File: src/pkg/pdsc_defs.vh
// Purpose: shared constants of the serially programmed clock multiplier control
// Assumes: included by bare name from the design files
// Notes: offsets are byte addresses on the register bus
`ifndef PDSC_DEFS_VH
`define PDSC_DEFS_VH

// ----------------------------------------------------------------
// shift word layout
// ----------------------------------------------------------------
`define PDSC_SHIFT_W        14
`define PDSC_PRE_MSB        13
`define PDSC_PRE_LSB        12
`define PDSC_OUT_MSB        11
`define PDSC_OUT_LSB        5
`define PDSC_FB_MSB         4
`define PDSC_FB_LSB         0

// ----------------------------------------------------------------
// reset values of the divider settings and the control register
// ----------------------------------------------------------------
`define PDSC_PRE_RST        2'h0
`define PDSC_OUT_RST        7'h05
`define PDSC_FB_RST         5'h0c
`define PDSC_CTRL_RST       2'h1

// ----------------------------------------------------------------
// register map
// ----------------------------------------------------------------
`define PDSC_ADDR_W         4
`define PDSC_REG_CONFIG     4'h0
`define PDSC_REG_SHIFT      4'h4
`define PDSC_REG_STATUS     4'h8
`define PDSC_REG_CONTROL    4'hc
`define PDSC_CTRL_OUT_EN    0
`define PDSC_CTRL_EXT_FB    1

// ----------------------------------------------------------------
// lock detection
// ----------------------------------------------------------------
`define PDSC_LOCK_EDGES     8'h10

`endif

File: src/design/pdsc_divider.v
// Purpose: clock divider stepped by an enable tick, separate high and low lengths
// Assumes: tick is a one-cycle pulse in the clk domain
// Notes: equal high and low lengths give an exact 50% duty cycle
`timescale 1ns/10ps
`default_nettype none

module pdsc_divider (
   input  wire       clk,
   input  wire       rst_n,
   input  wire       tick,
   input  wire [7:0] high_len,
   input  wire [7:0] low_len,
   output reg        div_out
);

   reg  [7:0] count;
   wire [7:0] cur_len;
   wire [7:0] next_count;

   // zero length would stall the divider, treat as one
   assign cur_len    = div_out ? ((high_len == 8'h00) ? 8'h01 : high_len)
                               : ((low_len == 8'h00) ? 8'h01 : low_len);
   assign next_count = count + 8'h01;

   always @(posedge clk or negedge rst_n) begin
      if (!rst_n) begin
         count   <= 8'h00;
         div_out <= 1'b0;
      end else if (tick) begin
         if (next_count >= cur_len) begin
            count   <= 8'h00;
            div_out <= ~div_out;
         end else begin
            count <= next_count;
         end
      end
   end

endmodule

`default_nettype wire

File: src/design/pdsc_top.v
// Purpose: serial divider programming, reference select, bypass and dividers of a
//          clock multiplier, with an Avalon-MM register view
// Assumes: all pins synchronous to clk; the loop oscillator is modelled as one tick per clk
// Notes: reference and feedback clocks are sampled levels, so they must stay well below clk/2
`timescale 1ns/10ps
`default_nettype none
`include "pdsc_defs.vh"

// What this block does
// - with the load strobe low, every rising shift clock edge shifts serial data into the shift word.
// - a rising load strobe copies the shift word into the pre, output and feedback divider settings.
// - a falling load strobe freezes the divider settings until the next transfer.
// - with the load strobe high, each rising shift clock edge passes the shifted data straight into the settings.
// - reference select low picks the single-ended reference, high picks the differential pair.
// - bypass low feeds the output divider from the oscillator, high from the selected reference.
// - the output divider produces a clock of 50% duty cycle for every ratio.
// - with control bit 1 clear, the feedback divider output goes to the phase detector that judges lock against the reference.
// - the main and feedback outputs both carry the output divider clock.
// - unconnected control inputs read low, except reference select which reads high.
// - pre-divider code 00, 01, 10, 11 divides by 1, 2, 4, 8.
// - output divider code is half the output divide ratio.
// - feedback divider code is the feedback divide ratio itself.
module pdsc_top (
   input  wire        clk,
   input  wire        rst_n,
   input  wire        load_strobe,
   input  wire        serial_data,
   input  wire        shift_clock,
   input  wire        ref_select,
   input  wire        bypass,
   input  wire        single_ended_ref,
   input  wire        diff_ref_positive,
   input  wire        diff_ref_negative,
   input  wire        feedback_return_pos,
   input  wire        feedback_return_neg,
   output reg         main_out,
   output reg         main_out_n,
   output reg         feedback_output,
   output reg         feedback_output_n,
   output reg         locked,
   input  wire [3:0]  avs_address,
   input  wire        avs_read,
   input  wire        avs_write,
   input  wire [31:0] avs_writedata,
   output reg  [31:0] avs_readdata,
   output reg         avs_waitrequest
);

   // ----------------------------------------------------------------
   // pin sampling
   // ----------------------------------------------------------------
   reg                       load_q;
   reg                       sdata_q;
   reg                       sclk_q;
   reg                       sclk_d;
   reg                       sel_q;
   reg                       bypass_q;
   reg                       se_q;
   reg                       diff_lvl;
   reg                       fbret_lvl;
   reg                       ref_d;
   reg                       fbret_d;

   // pull levels stand in until the first sample
   always @(posedge clk or negedge rst_n) begin
      if (!rst_n) begin
         load_q   <= 1'b0;
         sdata_q  <= 1'b0;
         sclk_q   <= 1'b0;
         sclk_d   <= 1'b0;
         sel_q    <= 1'b1;
         bypass_q <= 1'b0;
         se_q     <= 1'b0;
      end else begin
         load_q   <= load_strobe;
         sdata_q  <= serial_data;
         sclk_q   <= shift_clock;
         sclk_d   <= sclk_q;
         sel_q    <= ref_select;
         bypass_q <= bypass;
         se_q     <= single_ended_ref;
      end
   end

   // differential receivers hold their level while both legs are equal
   always @(posedge clk or negedge rst_n) begin
      if (!rst_n) begin
         diff_lvl  <= 1'b0;
         fbret_lvl <= 1'b0;
      end else begin
         if (diff_ref_positive != diff_ref_negative) begin
            diff_lvl <= diff_ref_positive;
         end
         if (feedback_return_pos != feedback_return_neg) begin
            fbret_lvl <= feedback_return_pos;
         end
      end
   end

   wire ref_lvl   = sel_q ? diff_lvl : se_q;
   wire ref_tick  = ref_lvl & ~ref_d;
   wire fbret_tick = fbret_lvl & ~fbret_d;
   wire sclk_rise = sclk_q & ~sclk_d;

   // ----------------------------------------------------------------
   // serial programming
   // ----------------------------------------------------------------
   reg  [`PDSC_SHIFT_W-1:0]  shift_word;
   reg  [1:0]                pre_code;
   reg  [6:0]                out_code;
   reg  [4:0]                fb_code;
   reg                       load_d;
   reg                       frozen;
   wire [`PDSC_SHIFT_W-1:0]  next_shift = {shift_word[`PDSC_SHIFT_W-2:0], sdata_q};
   wire                      load_rise  = load_q & ~load_d;
   wire                      load_fall  = ~load_q & load_d;

   always @(posedge clk or negedge rst_n) begin
      if (!rst_n) begin
         shift_word <= {`PDSC_SHIFT_W{1'b0}};
         pre_code   <= `PDSC_PRE_RST;
         out_code   <= `PDSC_OUT_RST;
         fb_code    <= `PDSC_FB_RST;
         load_d     <= 1'b0;
         frozen     <= 1'b1;
      end else begin
         load_d <= load_q;
         if (sclk_rise) begin
            shift_word <= next_shift;
         end
         if (load_q && sclk_rise) begin
            pre_code <= next_shift[`PDSC_PRE_MSB:`PDSC_PRE_LSB];
            out_code <= next_shift[`PDSC_OUT_MSB:`PDSC_OUT_LSB];
            fb_code  <= next_shift[`PDSC_FB_MSB:`PDSC_FB_LSB];
         end else if (load_rise) begin
            pre_code <= shift_word[`PDSC_PRE_MSB:`PDSC_PRE_LSB];
            out_code <= shift_word[`PDSC_OUT_MSB:`PDSC_OUT_LSB];
            fb_code  <= shift_word[`PDSC_FB_MSB:`PDSC_FB_LSB];
         end
         if (load_fall) begin
            frozen <= 1'b1;
         end else if (load_rise) begin
            frozen <= 1'b0;
         end
      end
   end

   // ----------------------------------------------------------------
   // reference pre-divider
   // ----------------------------------------------------------------
   reg  [2:0] pre_count;
   reg        pre_tick;
   wire [2:0] pre_last = (3'h1 << pre_code) - 3'h1;
   reg  [1:0] ctrl;

   always @(posedge clk or negedge rst_n) begin
      if (!rst_n) begin
         ref_d     <= 1'b0;
         fbret_d   <= 1'b0;
         pre_count <= 3'h0;
         pre_tick  <= 1'b0;
      end else begin
         ref_d    <= ref_lvl;
         fbret_d  <= fbret_lvl;
         pre_tick <= 1'b0;
         if (ref_tick) begin
            if (pre_count >= pre_last) begin
               pre_count <= 3'h0;
               pre_tick  <= 1'b1;
            end else begin
               pre_count <= pre_count + 3'h1;
            end
         end
      end
   end

   // ----------------------------------------------------------------
   // output and feedback dividers
   // ----------------------------------------------------------------
   wire       vco_tick = 1'b1;
   wire       out_src  = bypass_q ? ref_tick : vco_tick;
   wire       out_clk;
   wire       fb_clk;
   wire [7:0] fb_high  = {3'h0, fb_code} - {4'h0, fb_code[4:1]};
   wire [7:0] fb_low   = {4'h0, fb_code[4:1]};

   // equal high and low lengths of the code give ratio 2*code at 50%
   pdsc_divider u_out_div (
      .clk      (clk),
      .rst_n    (rst_n),
      .tick     (out_src),
      .high_len ({1'b0, out_code}),
      .low_len  ({1'b0, out_code}),
      .div_out  (out_clk)
   );

   // odd feedback ratios put the extra tick in the high phase
   pdsc_divider u_fb_div (
      .clk      (clk),
      .rst_n    (rst_n),
      .tick     (vco_tick),
      .high_len (fb_high),
      .low_len  (fb_low),
      .div_out  (fb_clk)
   );

   // ----------------------------------------------------------------
   // phase detector and lock
   // ----------------------------------------------------------------
   reg        fb_d;
   reg  [1:0] phase_err;
   reg  [7:0] lock_count;
   wire       fb_int_tick = fb_clk & ~fb_d;
   wire       pd_fb_tick  = ctrl[`PDSC_CTRL_EXT_FB] ? fbret_tick : fb_int_tick;

   // a sustained surplus on either side means the ratio cannot lock
   always @(posedge clk or negedge rst_n) begin
      if (!rst_n) begin
         fb_d       <= 1'b0;
         phase_err  <= 2'h0;
         lock_count <= 8'h00;
         locked     <= 1'b0;
      end else begin
         fb_d <= fb_clk;
         if (pre_tick && !pd_fb_tick) begin
            if (phase_err == 2'h1) begin
               lock_count <= 8'h00;
               locked     <= 1'b0;
            end else begin
               phase_err <= phase_err + 2'h1;
               if (lock_count >= `PDSC_LOCK_EDGES) begin
                  locked <= 1'b1;
               end else begin
                  lock_count <= lock_count + 8'h01;
               end
            end
         end else if (pd_fb_tick && !pre_tick) begin
            if (phase_err == 2'h3) begin
               lock_count <= 8'h00;
               locked     <= 1'b0;
            end else begin
               phase_err <= phase_err - 2'h1;
            end
         end
      end
   end

   // ----------------------------------------------------------------
   // output stage
   // ----------------------------------------------------------------
   wire out_level = out_clk & ctrl[`PDSC_CTRL_OUT_EN];

   always @(posedge clk or negedge rst_n) begin
      if (!rst_n) begin
         main_out          <= 1'b0;
         main_out_n        <= 1'b1;
         feedback_output   <= 1'b0;
         feedback_output_n <= 1'b1;
      end else begin
         main_out          <= out_level;
         main_out_n        <= ~out_level;
         feedback_output   <= out_level;
         feedback_output_n <= ~out_level;
      end
   end

   // ----------------------------------------------------------------
   // register bus, one wait state on every access
   // ----------------------------------------------------------------
   wire req = avs_read | avs_write;
   reg  [31:0] next_readdata;

   always @* begin
      next_readdata = 32'h0000_0000;
      case (avs_address)
         `PDSC_REG_CONFIG:  next_readdata = {18'h0, pre_code, out_code, fb_code};
         `PDSC_REG_SHIFT:   next_readdata = {18'h0, shift_word};
         `PDSC_REG_STATUS:  next_readdata = {26'h0, frozen, load_q, sel_q, bypass_q,
                                            phase_err == 2'h0, locked};
         `PDSC_REG_CONTROL: next_readdata = {30'h0, ctrl};
         default:           next_readdata = 32'h0000_0000;
      endcase
   end

   always @(posedge clk or negedge rst_n) begin
      if (!rst_n) begin
         avs_waitrequest <= 1'b1;
         avs_readdata    <= 32'h0000_0000;
         ctrl            <= `PDSC_CTRL_RST;
      end else begin
         if (req && avs_waitrequest) begin
            avs_waitrequest <= 1'b0;
            avs_readdata    <= avs_read ? next_readdata : 32'h0000_0000;
         end else begin
            avs_waitrequest <= 1'b1;
         end
         if (avs_write && !avs_waitrequest && avs_address == `PDSC_REG_CONTROL) begin
            ctrl <= avs_writedata[1:0];
         end
      end
   end

endmodule

`default_nettype wire

File: config.mk
export PLATFORM = sky130hd
export DESIGN_NAME = pdsc_top
export DESIGN_NICKNAME = d
export VERILOG_FILES = /design/src/design/pdsc_divider.v /design/src/design/pdsc_top.v
export VERILOG_INCLUDE_DIRS = /design/src /design/src/pkg
export SDC_FILE = /design/constraint.sdc
export NUM_CORES = 1
export LEC_CHECK = 0
export ABC_AREA = 1
export BUFFER_PORTS_ARGS = -buffer_cell sky130_fd_sc_hd__buf_4
export CORE_MARGIN = 2
export CORE_UTILIZATION = 51
export CTS_CLUSTER_SIZE = 24
export DETAILED_ROUTE_END_ITERATION = 10
export PLACE_DENSITY = 0.85
export SYNTH_ARGS = -nofsm -noshare
export SYNTH_HDL_FRONTEND = slang
export SYNTH_SLANG_ARGS = --single-unit
File: constraint.sdc
create_clock -name clk -period 2.68 [get_ports clk]
set_clock_uncertainty 0.05 [all_clocks]
set_input_delay 0.402 -clock clk [delete_from_list [all_inputs] [get_ports clk]]
set_output_delay 0.402 -clock clk [all_outputs]
set_load 0.005 [all_outputs]
# ---- Yosys cells after proc, flatten, opt, wreduce, memory -nomap -nowiden
# Cells that the tools add are included.
dict set report classes {
  n_addsub 8
  magnitude_cmp 4
  n_eq_ne 11
  shift 1
  n_mux 37
  bitwise 17
  reduce_logical 22
}
# op n
set op_table {}
lappend op_table {{2-to-1 mux 8 bit} 9}
lappend op_table {{case mux 14 bit (4 select lines)} 1}
lappend op_table {{adder 8 x 1 -> 8 bit (second input constant)} 3}
lappend op_table {{logical NOT 8 bit} 3}
lappend op_table {{2-to-1 mux 7 bit} 3}
lappend op_table {{greater-or-equal comparator 8 bit} 2}
lappend op_table {{2-to-1 mux 14 bit} 1}
lappend op_table {{2-to-1 mux 1 bit} 13}
lappend op_table {{2-to-1 mux 2 bit} 6}
lappend op_table {{2-to-1 mux 5 bit} 2}
lappend op_table {{NOT 1 bit} 9}
lappend op_table {{AND reduction 3 bit} 3}
lappend op_table {{== test 4 bit (second input constant)} 2}
lappend op_table {{greater-or-equal comparator 8 x 5 -> 1 bit (second input constant)} 1}
lappend op_table {{nonzero test 2 bit} 4}
lappend op_table {{AND 1 bit} 7}
lappend op_table {{logical AND 1 bit} 6}
lappend op_table {{subtractor 5 x 4 -> 6 bit} 1}
lappend op_table {{== test 4 x 3 -> 1 bit (second input constant)} 1}
lappend op_table {{logical NOT 4 bit} 1}
lappend op_table {{2-to-1 mux 4 bit} 1}
lappend op_table {{inequality test 2 bit (second input constant)} 2}
lappend op_table {{adder 3 x 1 -> 3 bit (second input constant)} 1}
lappend op_table {{greater-or-equal comparator 3 bit} 1}
lappend op_table {{other kinds (14)} 17}
dict set report totals {
  register_bits 112
  in_bits 50
  out_inout_bits 38
  word_cells 132
}

# ---- Logic depth before layout (Yosys ltp)
# Gate-level depths: netlist of run 1.
dict set report logic_depth {
  depth_word 7
  mapped_depth 17
  mapped_depth_nobuf 17
}

# ---- By module
# From an unflattened synthesis of run 1, not the netlist that was laid out.
dict set report hier_totals {
  hier_cells 717
  area_unflattened_um2 5522.8
}
# module n_inst cells_per_inst area_per_inst_um2 seq_area_each_um2
set modules_own_cells {}
lappend modules_own_cells {pdsc_top 1 453 3816.2 1913.1}
lappend modules_own_cells {pdsc_divider 2 132 853.3 225.2}

# ---- Worst setup path after synthesis of run 1
# OpenSTA, ideal clock, no wires.
dict set report synth_path {
  path_kind {flip-flop to flip-flop}
  startpoint {register fb_code[3]}
  endpoint {register u_fb_div.div_out}
  setup_time_ns 0.065
  arrival_ns 2.480
  required_ns 2.565
  slack_ns 0.084
  stages_incl_launch_ff 15
  n_path_buf 0
  synth_period_minus_slack_ns 2.596
  cell_sequence {dfstp_2 -> inv_1 -> ha_1 -> a21oi_1 -> o21ai_0 -> xor2_1 -> o21ai_0 -> inv_1 -> ha_1 -> inv_1 -> o31ai_1 -> nand2_1 -> nand3_1 -> nand2_1 -> nand2_1}
}
dict set report synth_between {
  elab_chain_len 5
  word_cells_on_any_way 7
  classes_between {1 x add/sub; 1 x order compare; 3 x mux; 2 x reduce/logical}
}
# element line_no
set synth_lines {}
lappend synth_lines {{start, declared} pdsc_top.v:111} ;# reg [4:0] fb_code;
lappend synth_lines {{start signal, assigned} pdsc_top.v:123} ;# fb_code <= `PDSC_FB_RST;
lappend synth_lines {{start signal, assigned} pdsc_top.v:134} ;# fb_code <= next_shift[`PDSC_FB_MSB:`PDSC_FB_LSB];
lappend synth_lines {{start signal, assigned} pdsc_top.v:138} ;# fb_code <= shift_word[`PDSC_FB_MSB:`PDSC_FB_LSB];
lappend synth_lines {{subtractor 5 x 4 -> 6 bit} pdsc_top.v:184} ;# wire [7:0] fb_high = {3'h0, fb_code} - {4'h0, fb_code[4:1]};
lappend synth_lines {{logical NOT 8 bit} pdsc_divider.v:21} ;# assign cur_len = div_out ? ((high_len == 8'h00) ? 8'h01 : high_len)
lappend synth_lines {{2-to-1 mux 8 bit} pdsc_divider.v:21}
lappend synth_lines {{2-to-1 mux 8 bit (*)} pdsc_divider.v:21}
lappend synth_lines {{greater-or-equal comparator 8 bit (*)} pdsc_divider.v:30} ;# if (next_count >= cur_len) begin
lappend synth_lines {{end signal, assigned} pdsc_divider.v:32} ;# div_out <= ~div_out;
lappend synth_lines {{end, declared} pdsc_divider.v:13} ;# output reg div_out
# Mark *: on every way between the ends. The rest lies on a longest branch, timed or not.
# A chain may end at the register's enable or synchronous reset.

# ---- Worst setup path in the final report of run 1
dict set report layout_path {
  startpoint {register fb_code[3]}
  endpoint {register u_fb_div.count[4]}
}
dict set report layout_between {
  elab_chain_len 6
  word_cells_on_any_way 8
  classes_between {1 x add/sub; 1 x order compare; 4 x mux; 2 x reduce/logical}
}
# element line_no
set layout_lines {}
lappend layout_lines {{subtractor 5 x 4 -> 6 bit} pdsc_top.v:184}
lappend layout_lines {{logical NOT 8 bit} pdsc_divider.v:21}
lappend layout_lines {{2-to-1 mux 8 bit} pdsc_divider.v:21}
lappend layout_lines {{2-to-1 mux 8 bit (*)} pdsc_divider.v:21}
lappend layout_lines {{greater-or-equal comparator 8 bit (*)} pdsc_divider.v:30}
lappend layout_lines {{2-to-1 mux 8 bit (*)} pdsc_divider.v:30}
lappend layout_lines {{end signal, assigned} pdsc_divider.v:34} ;# count <= next_count;
lappend layout_lines {{end, declared} pdsc_divider.v:16} ;# reg [7:0] count;
# Marks and branches as above.

==> metrics.txt, run 1 <==
# TYPE chip_impl_metric gauge
chip_impl_info{name="status",value="complete, but fails checks"} 1
chip_impl_info{name="failed_checks",value="negative setup slack"} 1
chip_impl_metric{name="yosys.area.top_type_share",unit=""} 0.4265
chip_impl_info{name="synth_largest_area_cell",value="dfrtp_1"} 1
chip_impl_info{name="hold_path.class",value="primary input to flip-flop"} 1
chip_impl_metric{name="clock_share_of_power",unit=""} 0.193
chip_impl_metric{name="routedWlPerCell",unit="um"} 13.54
chip_impl_metric{name="synth_seq_area_share",unit=""} 0.4739
chip_impl_metric{name="grt_max_degree",unit=""} 53
chip_impl_info{name="critical_path_launch_point_type",value="flip-flop"} 1
chip_impl_metric{name="finalHoldViolCount",unit=""} 0
chip_impl_metric{name="die_width",unit="um"} 102.9
chip_impl_metric{name="grt_first_pass_wirelength",unit="mm"} 17.02
chip_impl_metric{name="drt_iter0_markers",unit=""} 185
chip_impl_metric{name="synth-warning-count",unit=""} 0
chip_impl_metric{name="final_layout_size_suffix_gt1_frac",unit=""} 0.1990
chip_impl_metric{name="detail_route_antenna_nets",unit=""} 0
chip_impl_metric{name="die_footprint",unit="sq um"} 10590
chip_impl_metric{name="finalNetCount",unit=""} 705
chip_impl_metric{name="critPathBufInv",unit=""} 3
chip_impl_info{name="critical-path-slowest-cell",value="dfstp_2"} 1
chip_impl_metric{name="max_cap_viol_count",unit=""} 0
chip_impl_metric{name="layout_min_cycle_time",unit="ns"} 2.727
chip_impl_metric{name="floorplan.core_area",unit="sq um"} 9639
chip_impl_metric{name="clock-sinks",unit=""} 94
chip_impl_info{name="synth.top_cells.by_count",value="nand2_1 (107), inv_1 (89), dfrtp_1 (85)"} 1
chip_impl_metric{name="async_flop_share",unit=""} 1.000
chip_impl_metric{name="numPortBuffers",unit=""} 39
chip_impl_metric{name="chipHeight",unit="um"} 102.9
chip_impl_metric{name="met2_resource_use_gr",unit=""} 0.3521
chip_impl_info{name="crit_chain",value="inv_2, ha_1, inv_1, a21oi_1, nand2_1, xor2_1, or2_2, ha_1, nand2_1, nor3_2, nand2_1, nand3_2, buf_6, nor2_4"} 1
chip_impl_metric{name="power_leakage",unit="nW"} 2.853
chip_impl_metric{name="synth-seq-cells",unit=""} 94
chip_impl_metric{name="boundaryPins",unit=""} 88
chip_impl_metric{name="cp_slowest_stage_delay",unit="ns"} 0.54
chip_impl_metric{name="global_route.overflow_total",unit=""} 0
chip_impl_metric{name="area_delta_synth_final",unit="%"} 16.31
chip_impl_metric{name="grt.met3_usage",unit=""} 0.03661
chip_impl_metric{name="viasPerCell",unit=""} 5.225
chip_impl_metric{name="grtUsageMet1",unit=""} 0.2627
chip_impl_metric{name="synthesis.instances",unit=""} 561
chip_impl_metric{name="wirelength",unit="mm"} 10.23
chip_impl_metric{name="tritoncts.num_buffers",unit=""} 9
chip_impl_info{name="critPathMostFrequentCell",value="nand2_1"} 1
chip_impl_metric{name="n_antenna_cell",unit=""} 0
chip_impl_metric{name="post-route-drc-count",unit=""} 0
chip_impl_metric{name="rows",unit=""} 36
chip_impl_metric{name="syn-cell-area",unit="sq um"} 4987
chip_impl_metric{name="peakVddDrop",unit="mV"} 0.5555
chip_impl_metric{name="num_vias",unit=""} 3950
chip_impl_metric{name="dp_slack",unit="ns"} -0.2156
chip_impl_metric{name="power.switching_fraction",unit=""} 0.3866
chip_impl_metric{name="detailed_place_hpwl",unit="mm"} 7.437
chip_impl_info{name="cpLargestDelayFamily",value="simple AND/OR/NAND/NOR gates"} 1
chip_impl_metric{name="slew_headroom",unit=""} 0.4141
chip_impl_metric{name="clk_transition_reported_paths",unit="ns"} 0.09
chip_impl_info{name="yosys.cell_count.top_type",value="nand2_1"} 1
chip_impl_metric{name="grt_antenna_before_repair",unit=""} 0
chip_impl_metric{name="share_seq_of_total_power",unit=""} 0.383
chip_impl_metric{name="cts_htree_levels",unit=""} 3
chip_impl_metric{name="insertion_delay",unit="ns"} 0.36
chip_impl_metric{name="top_fanout_value_on_the_critical_path",unit=""} 4
chip_impl_info{name="synth_top_cells_by_area",value="dfrtp_1 (43%), ha_1 (9.0%), nand2_1 (8.1%)"} 1
chip_impl_metric{name="pwr_density_cell",unit="nW/um^2"} 836.3
chip_impl_metric{name="cp.required",unit="ns"} 2.87
chip_impl_metric{name="synth_enable_flop_cells",unit=""} 0
chip_impl_metric{name="net_switching_power",unit="mW"} 1.876
chip_impl_info{name="clockRootBuffer",value="clkbuf_8"} 1
chip_impl_info{name="endpoint_kind",value="flip-flop"} 1
chip_impl_metric{name="internal_power",unit="mW"} 2.976
chip_impl_metric{name="globalplace.congestion",unit=""} 0.8317
chip_impl_metric{name="grt_pass1_vias",unit=""} 3767
chip_impl_info{name="grt.busiest_layer",value="met2"} 1
chip_impl_metric{name="final-max-slew-violation-count",unit=""} 0
chip_impl_metric{name="max_freq",unit="MHz"} 366.7
chip_impl_info{name="criticalPathCategory",value="flip-flop to flip-flop"} 1
chip_impl_metric{name="total_iterations_of_the_first_detailed_routing_run",unit=""} 8
chip_impl_info{name="rsz_0062_raised_after_global_routing",value="yes"} 1
chip_impl_metric{name="grt_util_all_layers",unit=""} 0.2054
chip_impl_metric{name="setup_viol",unit=""} 9
chip_impl_metric{name="worst_ep_arrival_time",unit="ns"} 2.92
chip_impl_metric{name="initial_utilization",unit=""} 0.5174
chip_impl_metric{name="worst_slew_pin_slew",unit="ns"} 0.8780
chip_impl_info{name="tritoncts",value="done"} 1
chip_impl_metric{name="postLayoutCoreUtil",unit=""} 0.6018
chip_impl_metric{name="synthesis.area_per_instance",unit="sq um"} 8.890
chip_impl_metric{name="post-route-worst-setup-slack",unit="ns"} -0.04723
chip_impl_info{name="ys.flop_type",value="dfrtp_1"} 1
chip_impl_metric{name="synthDistinctLibCells",unit=""} 42
chip_impl_metric{name="clk_path_buf_depth",unit=""} 2
chip_impl_metric{name="pwr-share-comb",unit=""} 0.424
chip_impl_metric{name="min_period_over_period",unit=""} 1.018
chip_impl_metric{name="num-fill-cells",unit=""} 787
==> cell type report <==
class / instances / area, sq um / area share
clock buffer: 11 / 131.4 / 0.02265
inverter: 92 / 345.3 / 0.05953
tap: 133 / 166.4 / 0.02869
clock inverter: 5 / 61.31 / 0.01057
timing repair buffer: 61 / 480.5 / 0.08283
multi-input combinational: 360 / 2251 / 0.3881
sequential: 94 / 2365 / 0.4077
==> state kept, by name (all words and copies together), names as in the netlist, 2 cells and up <==
signal           cells
shift_word          14
u_out_div.count      8
pre_code             2
pre_count            3
u_fb_div.count       8
out_code             7
fb_code              5
lock_count           8
phase_err            2
avs_readdata        14
ctrl                 2
==> cells by family after synthesis <==
kind of cell / synth area share
fa+ha+maj: 0.09433
buf+inv: 0.1104
mux: 0.002258
simple gates: 0.1563
flops: 0.4739
compound gates: 0.1340
xor+xnor: 0.02810
other cells: 0.0007519
==> metal layers <==
layer  wire length, um  share of wire
met5                 0              0
met2              5253           0.51
met3               412          0.040
met1              4332           0.42
met4               234          0.023
==> power groups by stage <==
stage / Combinational (mW) / Sequential, mW / Clock, mW
floorplan: 1.20 / 1.83 / 0
global placement: 1.59 / 1.86 / 0
detailed placement: 1.71 / 1.88 / 0
CTS: 1.90 / 1.85 / 0.954
global route: 2.30 / 1.89 / 1.02
finish: 2.06 / 1.86 / 0.936
==> layout by cell type, fill, tap and decap left out, types with 2 or more instances in the layout <==
| master | netlist | routed |
|---|---|---|
| o22ai_1 | 18 | 18 |
| inv_1 | 89 | 85 |
| o21ai_1 | 5 | 6 |
| nor3_2 | 0 | 2 |
| a21oi_1 | 18 | 16 |
| nand2_1 | 107 | 106 |
| nand2_2 | 2 | 3 |
| buf_4 | 20 | 57 |
| clkbuf_8 | 0 | 9 |
| xnor2_1 | 2 | 2 |
| ha_1 | 36 | 33 |
| nor2_4 | 1 | 4 |
| conb_1 | 1 | 18 |
| buf_6 | 0 | 2 |
| nor2_2 | 4 | 9 |
| o2bb2ai_1 | 2 | 2 |
| ha_4 | 0 | 2 |
| xor2_1 | 14 | 13 |
| nand4_1 | 4 | 4 |
| clkbuf_1 | 4 | 2 |
| dfstp_2 | 9 | 9 |
| a22o_1 | 8 | 8 |
| nand3_1 | 18 | 17 |
| inv_2 | 2 | 6 |
| nor2_1 | 28 | 20 |
| o21ai_0 | 35 | 33 |
| o221ai_1 | 14 | 14 |
| or2_2 | 3 | 3 |
| nand3b_1 | 2 | 2 |
| a21oi_2 | 0 | 2 |
| nor3_1 | 7 | 5 |
| nand3_2 | 1 | 2 |
| nor3b_1 | 2 | 2 |
| clkinvlp_4 | 0 | 3 |
| dfrtp_1 | 85 | 84 |
==> through the flow <==
stage	hold slack, ns	total power, mW	cell area [sq um]	setup TNS [ns]	cells
final	0.09441	4.851	5801	-0.3777	756
after global routing	0.06829	5.207	5801	-2.003	756
after CTS	0.08148	4.707	5744	-0.1181	755
after detailed placement	0.3260	3.590	5450	-1.728	735
after global placement	0.3080	3.453	5450	-0.1671	735
after floorplan	0.05641	3.032	5051	0	578
==> worst paths after layout <==
kind,from,end,slack [ns],depth (start not counted)
worst min register to register,sclk_q,sclk_d,0.35,0
worst max register to register,fb_code[3],u_fb_div.count[4],-0.05,14
worst min-delay path,serial_data,sdata_q,0.09,1
worst max-delay path,fb_code[3],u_fb_div.count[4],-0.05,14
min in group asynchronous,rst_n,lock_count[2],0.51,2
max in group asynchronous,rst_n,ctrl[0],1.35,3
==> what timing repair did <==
| item | in CTS | in global routing |
|---|---|---|
| gates resized for setup | 19 | 16 |
| pin swaps | 7 | 9 |
| hold endpoints to repair | 39 | 0 |
| setup buffers | 3 | 1 |
| endpoints found under the setup margin | 9 | 9 |
| hold buffers | 1 | 0 |
(Power assumes the default switching activity.)
==> inputs of run 2 (changes only) <==
Settings changed: CORE_UTILIZATION 51 to 45, PLACE_DENSITY 0.85 to 0.77.
==> metrics.txt, run 2 (synthesized netlist as in run 1, its figures left out) <==
# TYPE chip_impl_metric gauge
chip_impl_metric{name="die_footprint",unit="sq um"} 11940
chip_impl_metric{name="dp_slack",unit="ns"} -0.1016
chip_impl_metric{name="reg2reg_depth",unit=""} 15
chip_impl_metric{name="routedWlPerCell",unit="um"} 12.99
chip_impl_metric{name="tritoncts.num_buffers",unit=""} 9
chip_impl_metric{name="boundaryPins",unit=""} 88
chip_impl_info{name="critical-path-slowest-cell",value="dfstp_2"} 1
chip_impl_info{name="most-common-layout-cells",value="nand2_1 (106), inv_1 (87), dfrtp_1 (85)"} 1
chip_impl_metric{name="net_switching_power",unit="mW"} 1.781
chip_impl_metric{name="reg2reg_setup_slack",unit="ns"} 0.02
chip_impl_metric{name="pwr_density_cell",unit="nW/um^2"} 807.1
chip_impl_metric{name="cp_slowest_stage_delay",unit="ns"} 0.56
chip_impl_metric{name="top_fanout_value_on_the_critical_path",unit=""} 3
chip_impl_metric{name="insertion_delay",unit="ns"} 0.37
chip_impl_info{name="rr_endpoint",value="u_fb_div.div_out"} 1
chip_impl_metric{name="max_freq",unit="MHz"} 375.5
chip_impl_metric{name="clk_path_buf_depth",unit=""} 2
chip_impl_metric{name="clk_transition_reported_paths",unit="ns"} 0.10
chip_impl_metric{name="post-route-worst-setup-slack",unit="ns"} 0.01699
chip_impl_metric{name="initial_utilization",unit=""} 0.4601
chip_impl_metric{name="setup_viol",unit=""} 0
chip_impl_metric{name="slew_headroom",unit=""} 0.4218
chip_impl_metric{name="numPortBuffers",unit=""} 39
chip_impl_metric{name="finalNetCount",unit=""} 704
chip_impl_info{name="hold_path.class",value="primary input to flip-flop"} 1
chip_impl_info{name="min_to",value="sel_q"} 1
chip_impl_metric{name="final_layout_size_suffix_gt1_frac",unit=""} 0.1865
chip_impl_info{name="status",value="completed"} 1
chip_impl_metric{name="share_seq_of_total_power",unit=""} 0.399
chip_impl_info{name="critical_path_launch_point_type",value="flip-flop"} 1
chip_impl_info{name="worst_r2r_startpoint",value="fb_code[2]"} 1
chip_impl_metric{name="floorplan.core_area",unit="sq um"} 10840
chip_impl_info{name="criticalPathCategory",value="flip-flop to flip-flop"} 1
chip_impl_info{name="critical_path.startpoint",value="fb_code[2]"} 1
chip_impl_metric{name="finalHoldViolCount",unit=""} 0
chip_impl_metric{name="wirelength",unit="mm"} 9.896
chip_impl_metric{name="min_period_over_period",unit=""} 0.9937
chip_impl_metric{name="detailed_place_hpwl",unit="mm"} 7.325
chip_impl_metric{name="worst_ep_arrival_time",unit="ns"} 2.87
chip_impl_metric{name="power.switching_fraction",unit=""} 0.3824
chip_impl_metric{name="globalplace.congestion",unit=""} 0.8599
chip_impl_metric{name="rows",unit=""} 38
chip_impl_metric{name="die_width",unit="um"} 109.3
chip_impl_metric{name="detail_route_antenna_nets",unit=""} 0
chip_impl_metric{name="hold-path-cell-count",unit=""} 1
chip_impl_metric{name="cts_htree_levels",unit=""} 3
chip_impl_info{name="layout_commonest_cell",value="nand2_1"} 1
chip_impl_info{name="layout_top_registers",value="avs_readdata (14), shift_word (14)"} 1
chip_impl_metric{name="clock_share_of_power",unit=""} 0.195
chip_impl_metric{name="final-max-slew-violation-count",unit=""} 0
chip_impl_info{name="critPathMostFrequentCell",value="inv_1"} 1
chip_impl_metric{name="global_route.overflow_total",unit=""} 0
chip_impl_metric{name="viasPerCell",unit=""} 5.066
chip_impl_metric{name="max_cap_viol_count",unit=""} 0
chip_impl_metric{name="grt_util_all_layers",unit=""} 0.1800
chip_impl_metric{name="drt_iter0_markers",unit=""} 241
chip_impl_metric{name="postLayoutCoreUtil",unit=""} 0.5324
chip_impl_metric{name="post-route-drc-count",unit=""} 0
chip_impl_metric{name="grt_antenna_before_repair",unit=""} 0
chip_impl_metric{name="peakVddDrop",unit="mV"} 0.4859
chip_impl_info{name="endpoint_kind",value="flip-flop"} 1
chip_impl_info{name="crit_chain",value="inv_1, buf_4, ha_1, a21oi_2, o21ai_2, xor2_1, o21ai_1, inv_1, ha_4, inv_1, o31ai_2, nand2_1, buf_4, nand4_1, nand2_1"} 1
chip_impl_metric{name="grt_first_pass_wirelength",unit="mm"} 16.86
chip_impl_info{name="tritoncts",value="done"} 1
chip_impl_metric{name="area_delta_synth_final",unit="%"} 15.73
chip_impl_metric{name="internal_power",unit="mW"} 2.877
chip_impl_metric{name="layout_min_cycle_time",unit="ns"} 2.663
chip_impl_info{name="rsz_0062_raised_after_global_routing",value="yes"} 1
chip_impl_metric{name="total_iterations_of_the_first_detailed_routing_run",unit=""} 4
chip_impl_metric{name="power_leakage",unit="nW"} 2.859
chip_impl_metric{name="n_antenna_cell",unit=""} 0
chip_impl_metric{name="grt_max_degree",unit=""} 62
chip_impl_metric{name="grt_pass1_vias",unit=""} 3811
chip_impl_metric{name="pwr-share-comb",unit=""} 0.406
chip_impl_metric{name="clock-sinks",unit=""} 94
chip_impl_info{name="clockRootBuffer",value="clkbuf_8"} 1
chip_impl_metric{name="chipHeight",unit="um"} 109.3
chip_impl_metric{name="worst_slew_pin_slew",unit="ns"} 0.8663
chip_impl_info{name="min-delay-start",value="ref_select"} 1
chip_impl_metric{name="cp.required",unit="ns"} 2.88
chip_impl_metric{name="num_vias",unit=""} 3860
[run 2: cell count changes in the layout (fill, tap and decap cells not counted), sizes merged]
| cell | change |
|---|---|
| buf | -1 |
| bufinv | -1 |
| clkinv | +2 |
| clkinvlp | -2 |
| clkbuf | -1 |
| inv | +2 |
[run 2: metrics by stage]
| stage | total power [mW] | instances | TNS, ns | instance area (sq um) | hold slack (ns) |
|---|---|---|---|---|---|
| 6_report | 4.659 | 762 | 0 | 5772 | 0.08216 |
| 3_3_place_gp | 3.468 | 743 | -0.3607 | 5466 | 0.3080 |
| 3_5_place_dp | 3.576 | 743 | -0.7002 | 5466 | 0.3219 |
| 4_1_cts | 4.539 | 760 | 0 | 5693 | 0.06304 |
| 5_1_grt | 5.046 | 762 | -0.8720 | 5772 | 0.05708 |
| 2_1_floorplan | 3.032 | 578 | 0 | 5051 | 0.05641 |
[run 2: worst max-delay path, delay by kind of cell, from the launching register on]
kind	cells	cell delay [ns]
adder cells (fa/ha/maj)	2	0.45
AO/OA/AOI/OAI	4	0.61
AND/OR/NAND/NOR	3	0.25
buffers and inverters	5	0.49
XOR/XNOR	1	0.15
flip-flops	1	0.56
[run 2: layer usage]
layer,wire (um),global-route usage,up-vias
met3,325,0.03108,15
met5,0,0,-
met2,5015,0.3052,89
met1,4369,0.2286,1843
met4,185,0.07233,0
li1,-,-,1913
[run 2: timing repair]
action	4_1_cts	5_1_grt
buffers inserted	0	2
gates resized for setup	8	12
pin swaps	2	4
hold endpoints to repair	30	0
hold buffers	1	0
endpoints found under the setup margin	9	9
[run 2: layout make-up]
class	instances	area (sq um)
fillers	967	5069
clock buffers	10	137.6
inverters	92	345.3
flip-flops and latches	94	2364
clock inverters	6	53.80
repair buffers	60	465.4
well taps	140	175.2
multi-input cells	360	2231
[run 2: worst max path at each step]
stage | depth (start not counted) | slack (ns) | to
after floorplan | 14 | 0.08 | u_fb_div.div_out
after CTS | 14 | 0.01 | u_fb_div.div_out
after detailed placement | 14 | -0.10 | u_fb_div.count[5]
after global routing | 15 | -0.12 | u_fb_div.count[5]
final | 15 | 0.02 | u_fb_div.div_out
after global placement | 14 | -0.05 | u_fb_div.count[4]
[run 2: power by group through the flow]
| stage | Sequential [mW] | Combinational [mW] | Clock [mW] |
|---|---|---|---|
| 2_1_floorplan | 1.83 | 1.20 | 0 |
| 3_3_place_gp | 1.86 | 1.60 | 0 |
| 3_5_place_dp | 1.88 | 1.70 | 0 |
| 4_1_cts | 1.86 | 1.75 | 0.935 |
| 5_1_grt | 1.89 | 2.16 | 0.992 |
| 6_report | 1.86 | 1.89 | 0.907 |
==> inputs of run 3 (changes only) <==
Settings changed: ABC_AREA 1 to unset, PLACE_DENSITY 0.77 to 0.69.
==> metrics.txt, run 3 <==
# TYPE chip_impl_metric gauge
chip_impl_metric{name="max_cap_viol_count",unit=""} 0
chip_impl_metric{name="grt_pass1_vias",unit=""} 3494
chip_impl_metric{name="insertion_delay",unit="ns"} 0.38
chip_impl_metric{name="final_layout_size_suffix_gt1_frac",unit=""} 0.2416
chip_impl_metric{name="yosys.area.top_type_share",unit=""} 0.4268
chip_impl_metric{name="area_delta_synth_final",unit="%"} 15.57
chip_impl_metric{name="num_vias",unit=""} 3458
chip_impl_metric{name="post-route-cell-area",unit="sq um"} 5759
chip_impl_metric{name="num-fill-cells",unit=""} 991
chip_impl_metric{name="wirelength",unit="mm"} 9.764
chip_impl_metric{name="dpl.cell_count",unit=""} 653
chip_impl_metric{name="clk_path_buf_depth",unit=""} 2
chip_impl_metric{name="total_iterations_of_the_first_detailed_routing_run",unit=""} 4
chip_impl_metric{name="post-route-drc-count",unit=""} 0
chip_impl_metric{name="grt_first_pass_wirelength",unit="mm"} 16.51
chip_impl_metric{name="slew_headroom",unit=""} 0.3955
chip_impl_info{name="tritoncts",value="done"} 1
chip_impl_metric{name="finalNetCount",unit=""} 616
chip_impl_metric{name="synth-seq-cells",unit=""} 94
chip_impl_metric{name="global_route.overflow_total",unit=""} 0
chip_impl_metric{name="top_fanout_value_on_the_critical_path",unit=""} 5
chip_impl_metric{name="synth_seq_area_share",unit=""} 0.4743
chip_impl_metric{name="post-route-worst-setup-slack",unit="ns"} -0.2256
chip_impl_metric{name="boundaryPins",unit=""} 88
chip_impl_metric{name="cts_htree_levels",unit=""} 3
chip_impl_metric{name="finalHoldViolCount",unit=""} 0
chip_impl_metric{name="power_leakage",unit="nW"} 2.777
chip_impl_metric{name="viasPerCell",unit=""} 5.131
chip_impl_metric{name="detailed_place_hpwl",unit="mm"} 6.978
chip_impl_info{name="criticalPathCategory",value="flip-flop to flip-flop"} 1
chip_impl_metric{name="dp_slack",unit="ns"} -0.2528
chip_impl_info{name="layout_top_registers",value="avs_readdata (14), shift_word (14)"} 1
chip_impl_metric{name="grt_util_all_layers",unit=""} 0.1804
chip_impl_info{name="min_to",value="sel_q"} 1
chip_impl_metric{name="worst_slew_pin_slew",unit="ns"} 0.9046
chip_impl_metric{name="grt_max_degree",unit=""} 48
chip_impl_metric{name="synth-warning-count",unit=""} 0
chip_impl_metric{name="synthesis.instances",unit=""} 469
chip_impl_metric{name="pwr_density_cell",unit="nW/um^2"} 959.7
chip_impl_info{name="rr_endpoint",value="u_fb_div.div_out"} 1
chip_impl_metric{name="floorplan.core_area",unit="sq um"} 10840
chip_impl_metric{name="cp.required",unit="ns"} 2.90
chip_impl_metric{name="n_antenna_cell",unit=""} 0
chip_impl_metric{name="rows",unit=""} 38
chip_impl_metric{name="clk_transition_reported_paths",unit="ns"} 0.10
chip_impl_metric{name="reg2reg_setup_slack",unit="ns"} -0.23
chip_impl_metric{name="final-instance-count-excl-fill",unit=""} 674
chip_impl_info{name="synth_largest_area_cell",value="dfrtp_1"} 1
chip_impl_metric{name="detail_route_antenna_nets",unit=""} 0
chip_impl_metric{name="worst_ep_arrival_time",unit="ns"} 3.12
chip_impl_metric{name="initial_utilization",unit=""} 0.4597
chip_impl_info{name="failed_checks",value="negative setup slack"} 1
chip_impl_metric{name="synthDistinctLibCells",unit=""} 54
chip_impl_info{name="status",value="complete, but fails checks"} 1
chip_impl_info{name="hold_path.class",value="primary input to flip-flop"} 1
chip_impl_info{name="synth_top_cells_by_area",value="dfrtp_1 (43%), ha_1 (9.0%), mux2i_1 (5.6%)"} 1
chip_impl_metric{name="min_period_over_period",unit=""} 1.084
chip_impl_info{name="layout_commonest_cell",value="dfrtp_1"} 1
chip_impl_info{name="worst_r2r_startpoint",value="fb_code[2]"} 1
chip_impl_metric{name="clock-sinks",unit=""} 94
chip_impl_metric{name="place_area",unit="sq um"} 5502
chip_impl_info{name="synth.top_cells.by_count",value="dfrtp_1 (85), nand2_1 (37), ha_1 (36)"} 1
chip_impl_info{name="critical_path_launch_point_type",value="flip-flop"} 1
chip_impl_info{name="most-common-layout-cells",value="dfrtp_1 (84), buf_4 (61), nand2_1 (37)"} 1
chip_impl_info{name="min-delay-start",value="ref_select"} 1
chip_impl_metric{name="setup_viol",unit=""} 9
chip_impl_metric{name="reg2reg_depth",unit=""} 14
chip_impl_metric{name="final-max-slew-violation-count",unit=""} 0
chip_impl_metric{name="globalplace.congestion",unit=""} 0.8485
chip_impl_metric{name="synthesis.area_per_instance",unit="sq um"} 10.63
chip_impl_info{name="clockRootBuffer",value="clkbuf_8"} 1
chip_impl_metric{name="die_width",unit="um"} 109.2
chip_impl_metric{name="die_footprint",unit="sq um"} 11930
chip_impl_info{name="ys.flop_type",value="dfrtp_1"} 1
chip_impl_metric{name="hold_slack",unit="ns"} 0.06119
chip_impl_metric{name="peakVddDrop",unit="mV"} 0.6288
chip_impl_metric{name="layout_min_cycle_time",unit="ns"} 2.906
chip_impl_metric{name="numPortBuffers",unit=""} 39
chip_impl_metric{name="grt_antenna_before_repair",unit=""} 0
chip_impl_metric{name="drt_iter0_markers",unit=""} 114
chip_impl_metric{name="syn-cell-area",unit="sq um"} 4984
chip_impl_metric{name="power.total",unit="mW"} 5.527
chip_impl_metric{name="postLayoutCoreUtil",unit=""} 0.5313
chip_impl_info{name="endpoint_kind",value="flip-flop"} 1
chip_impl_metric{name="timing.setup.tns",unit="ns"} -1.456
chip_impl_metric{name="max_freq",unit="MHz"} 344.2
chip_impl_info{name="yosys.cell_count.top_type",value="dfrtp_1"} 1
chip_impl_metric{name="routedWlPerCell",unit="um"} 14.49
chip_impl_metric{name="async_flop_share",unit=""} 1.000
chip_impl_metric{name="chipHeight",unit="um"} 109.2
chip_impl_metric{name="tritoncts.num_buffers",unit=""} 9
chip_impl_metric{name="hold-path-cell-count",unit=""} 1
chip_impl_info{name="rsz_0062_raised_after_global_routing",value="yes"} 1
chip_impl_metric{name="synth_enable_flop_cells",unit=""} 0
## run 3: critical path, cell delays in order (launching register included)
cell and delay [ns]:
dfstp_2 0.57, inv_2 0.06, ha_2 0.16, o21bai_4 0.17, a21oi_2 0.18, xnor2_1 0.16, a21oi_1 0.11, o41ai_2 0.29
ha_1 0.29, nand2b_4 0.14, a21oi_2 0.11, o21a_1 0.11, o211ai_1 0.09, buf_4 0.18, xnor2_1 0.12
## run 3: area by class of cell
type                            count  area (sq um)  area share
Multi-Input combinational cell    330          2436      0.4230
Tap cell                          140         175.2     0.03041
Timing Repair Buffer               64         493.0     0.08560
Inverter                           30         112.6     0.01955
Clock inverter                      6         50.05    0.008690
Clock buffer                       10         127.6     0.02216
Sequential cell                    94          2365      0.4106
## run 3: cells by family (layout without fill, tap and decap cells)
logic type	Yosys count	count (layout)	share of synthesized area
muxes	47	47	0.1037
adders and majority gates	39	39	0.09842
AOI/OAI and AO/OA	83	83	0.1057
buffers and inverters	62	110	0.06227
and+or+nand+nor	123	123	0.1198
other	1	18	0.0007525
xor gates and xnor gates	20	20	0.03515
DFF	94	94	0.4743
## run 3: timing repair
item,4_1_cts,5_1_grt
setup endpoints to repair,9,14
gates resized for setup,4,5
hold endpoints to repair,41,0
hold buffers,1,0
pin swaps,2,6
setup buffers,2,1
cloned,1,0
## run 3: report_power, final
part           leakage [nW]  internal, mW  switching (mW)  total [mW]
Clock                0.0896         0.353           0.546       0.899
Sequential             1.18          1.81           0.358        2.17
Combinational          1.51          1.24            1.22        2.46
Total                  2.78          3.40            2.12        5.53
## run 3: worst max-delay path by stage
stage | startpoint | endpoint | slack [ns]
6_report | fb_code[2] | u_fb_div.div_out | -0.23
5_1_grt | fb_code[2] | u_fb_div.div_out | -0.37
4_1_cts | fb_code[1] | u_fb_div.div_out | -0.20
3_5_place_dp | fb_code[2] | u_fb_div.div_out | -0.25
3_3_place_gp | fb_code[2] | u_fb_div.div_out | -0.22
2_1_floorplan | fb_code[2] | u_fb_div.div_out | -0.13
## run 3: metal layers
metal	global-route usage	vias to the layer above	part of all wire
met3	0.04184	12	0.032
li1	-	1712	-
met1	0.2203	1690	0.44
met2	0.3092	44	0.51
met4	0.07052	0	0.018
met5	0	-	0
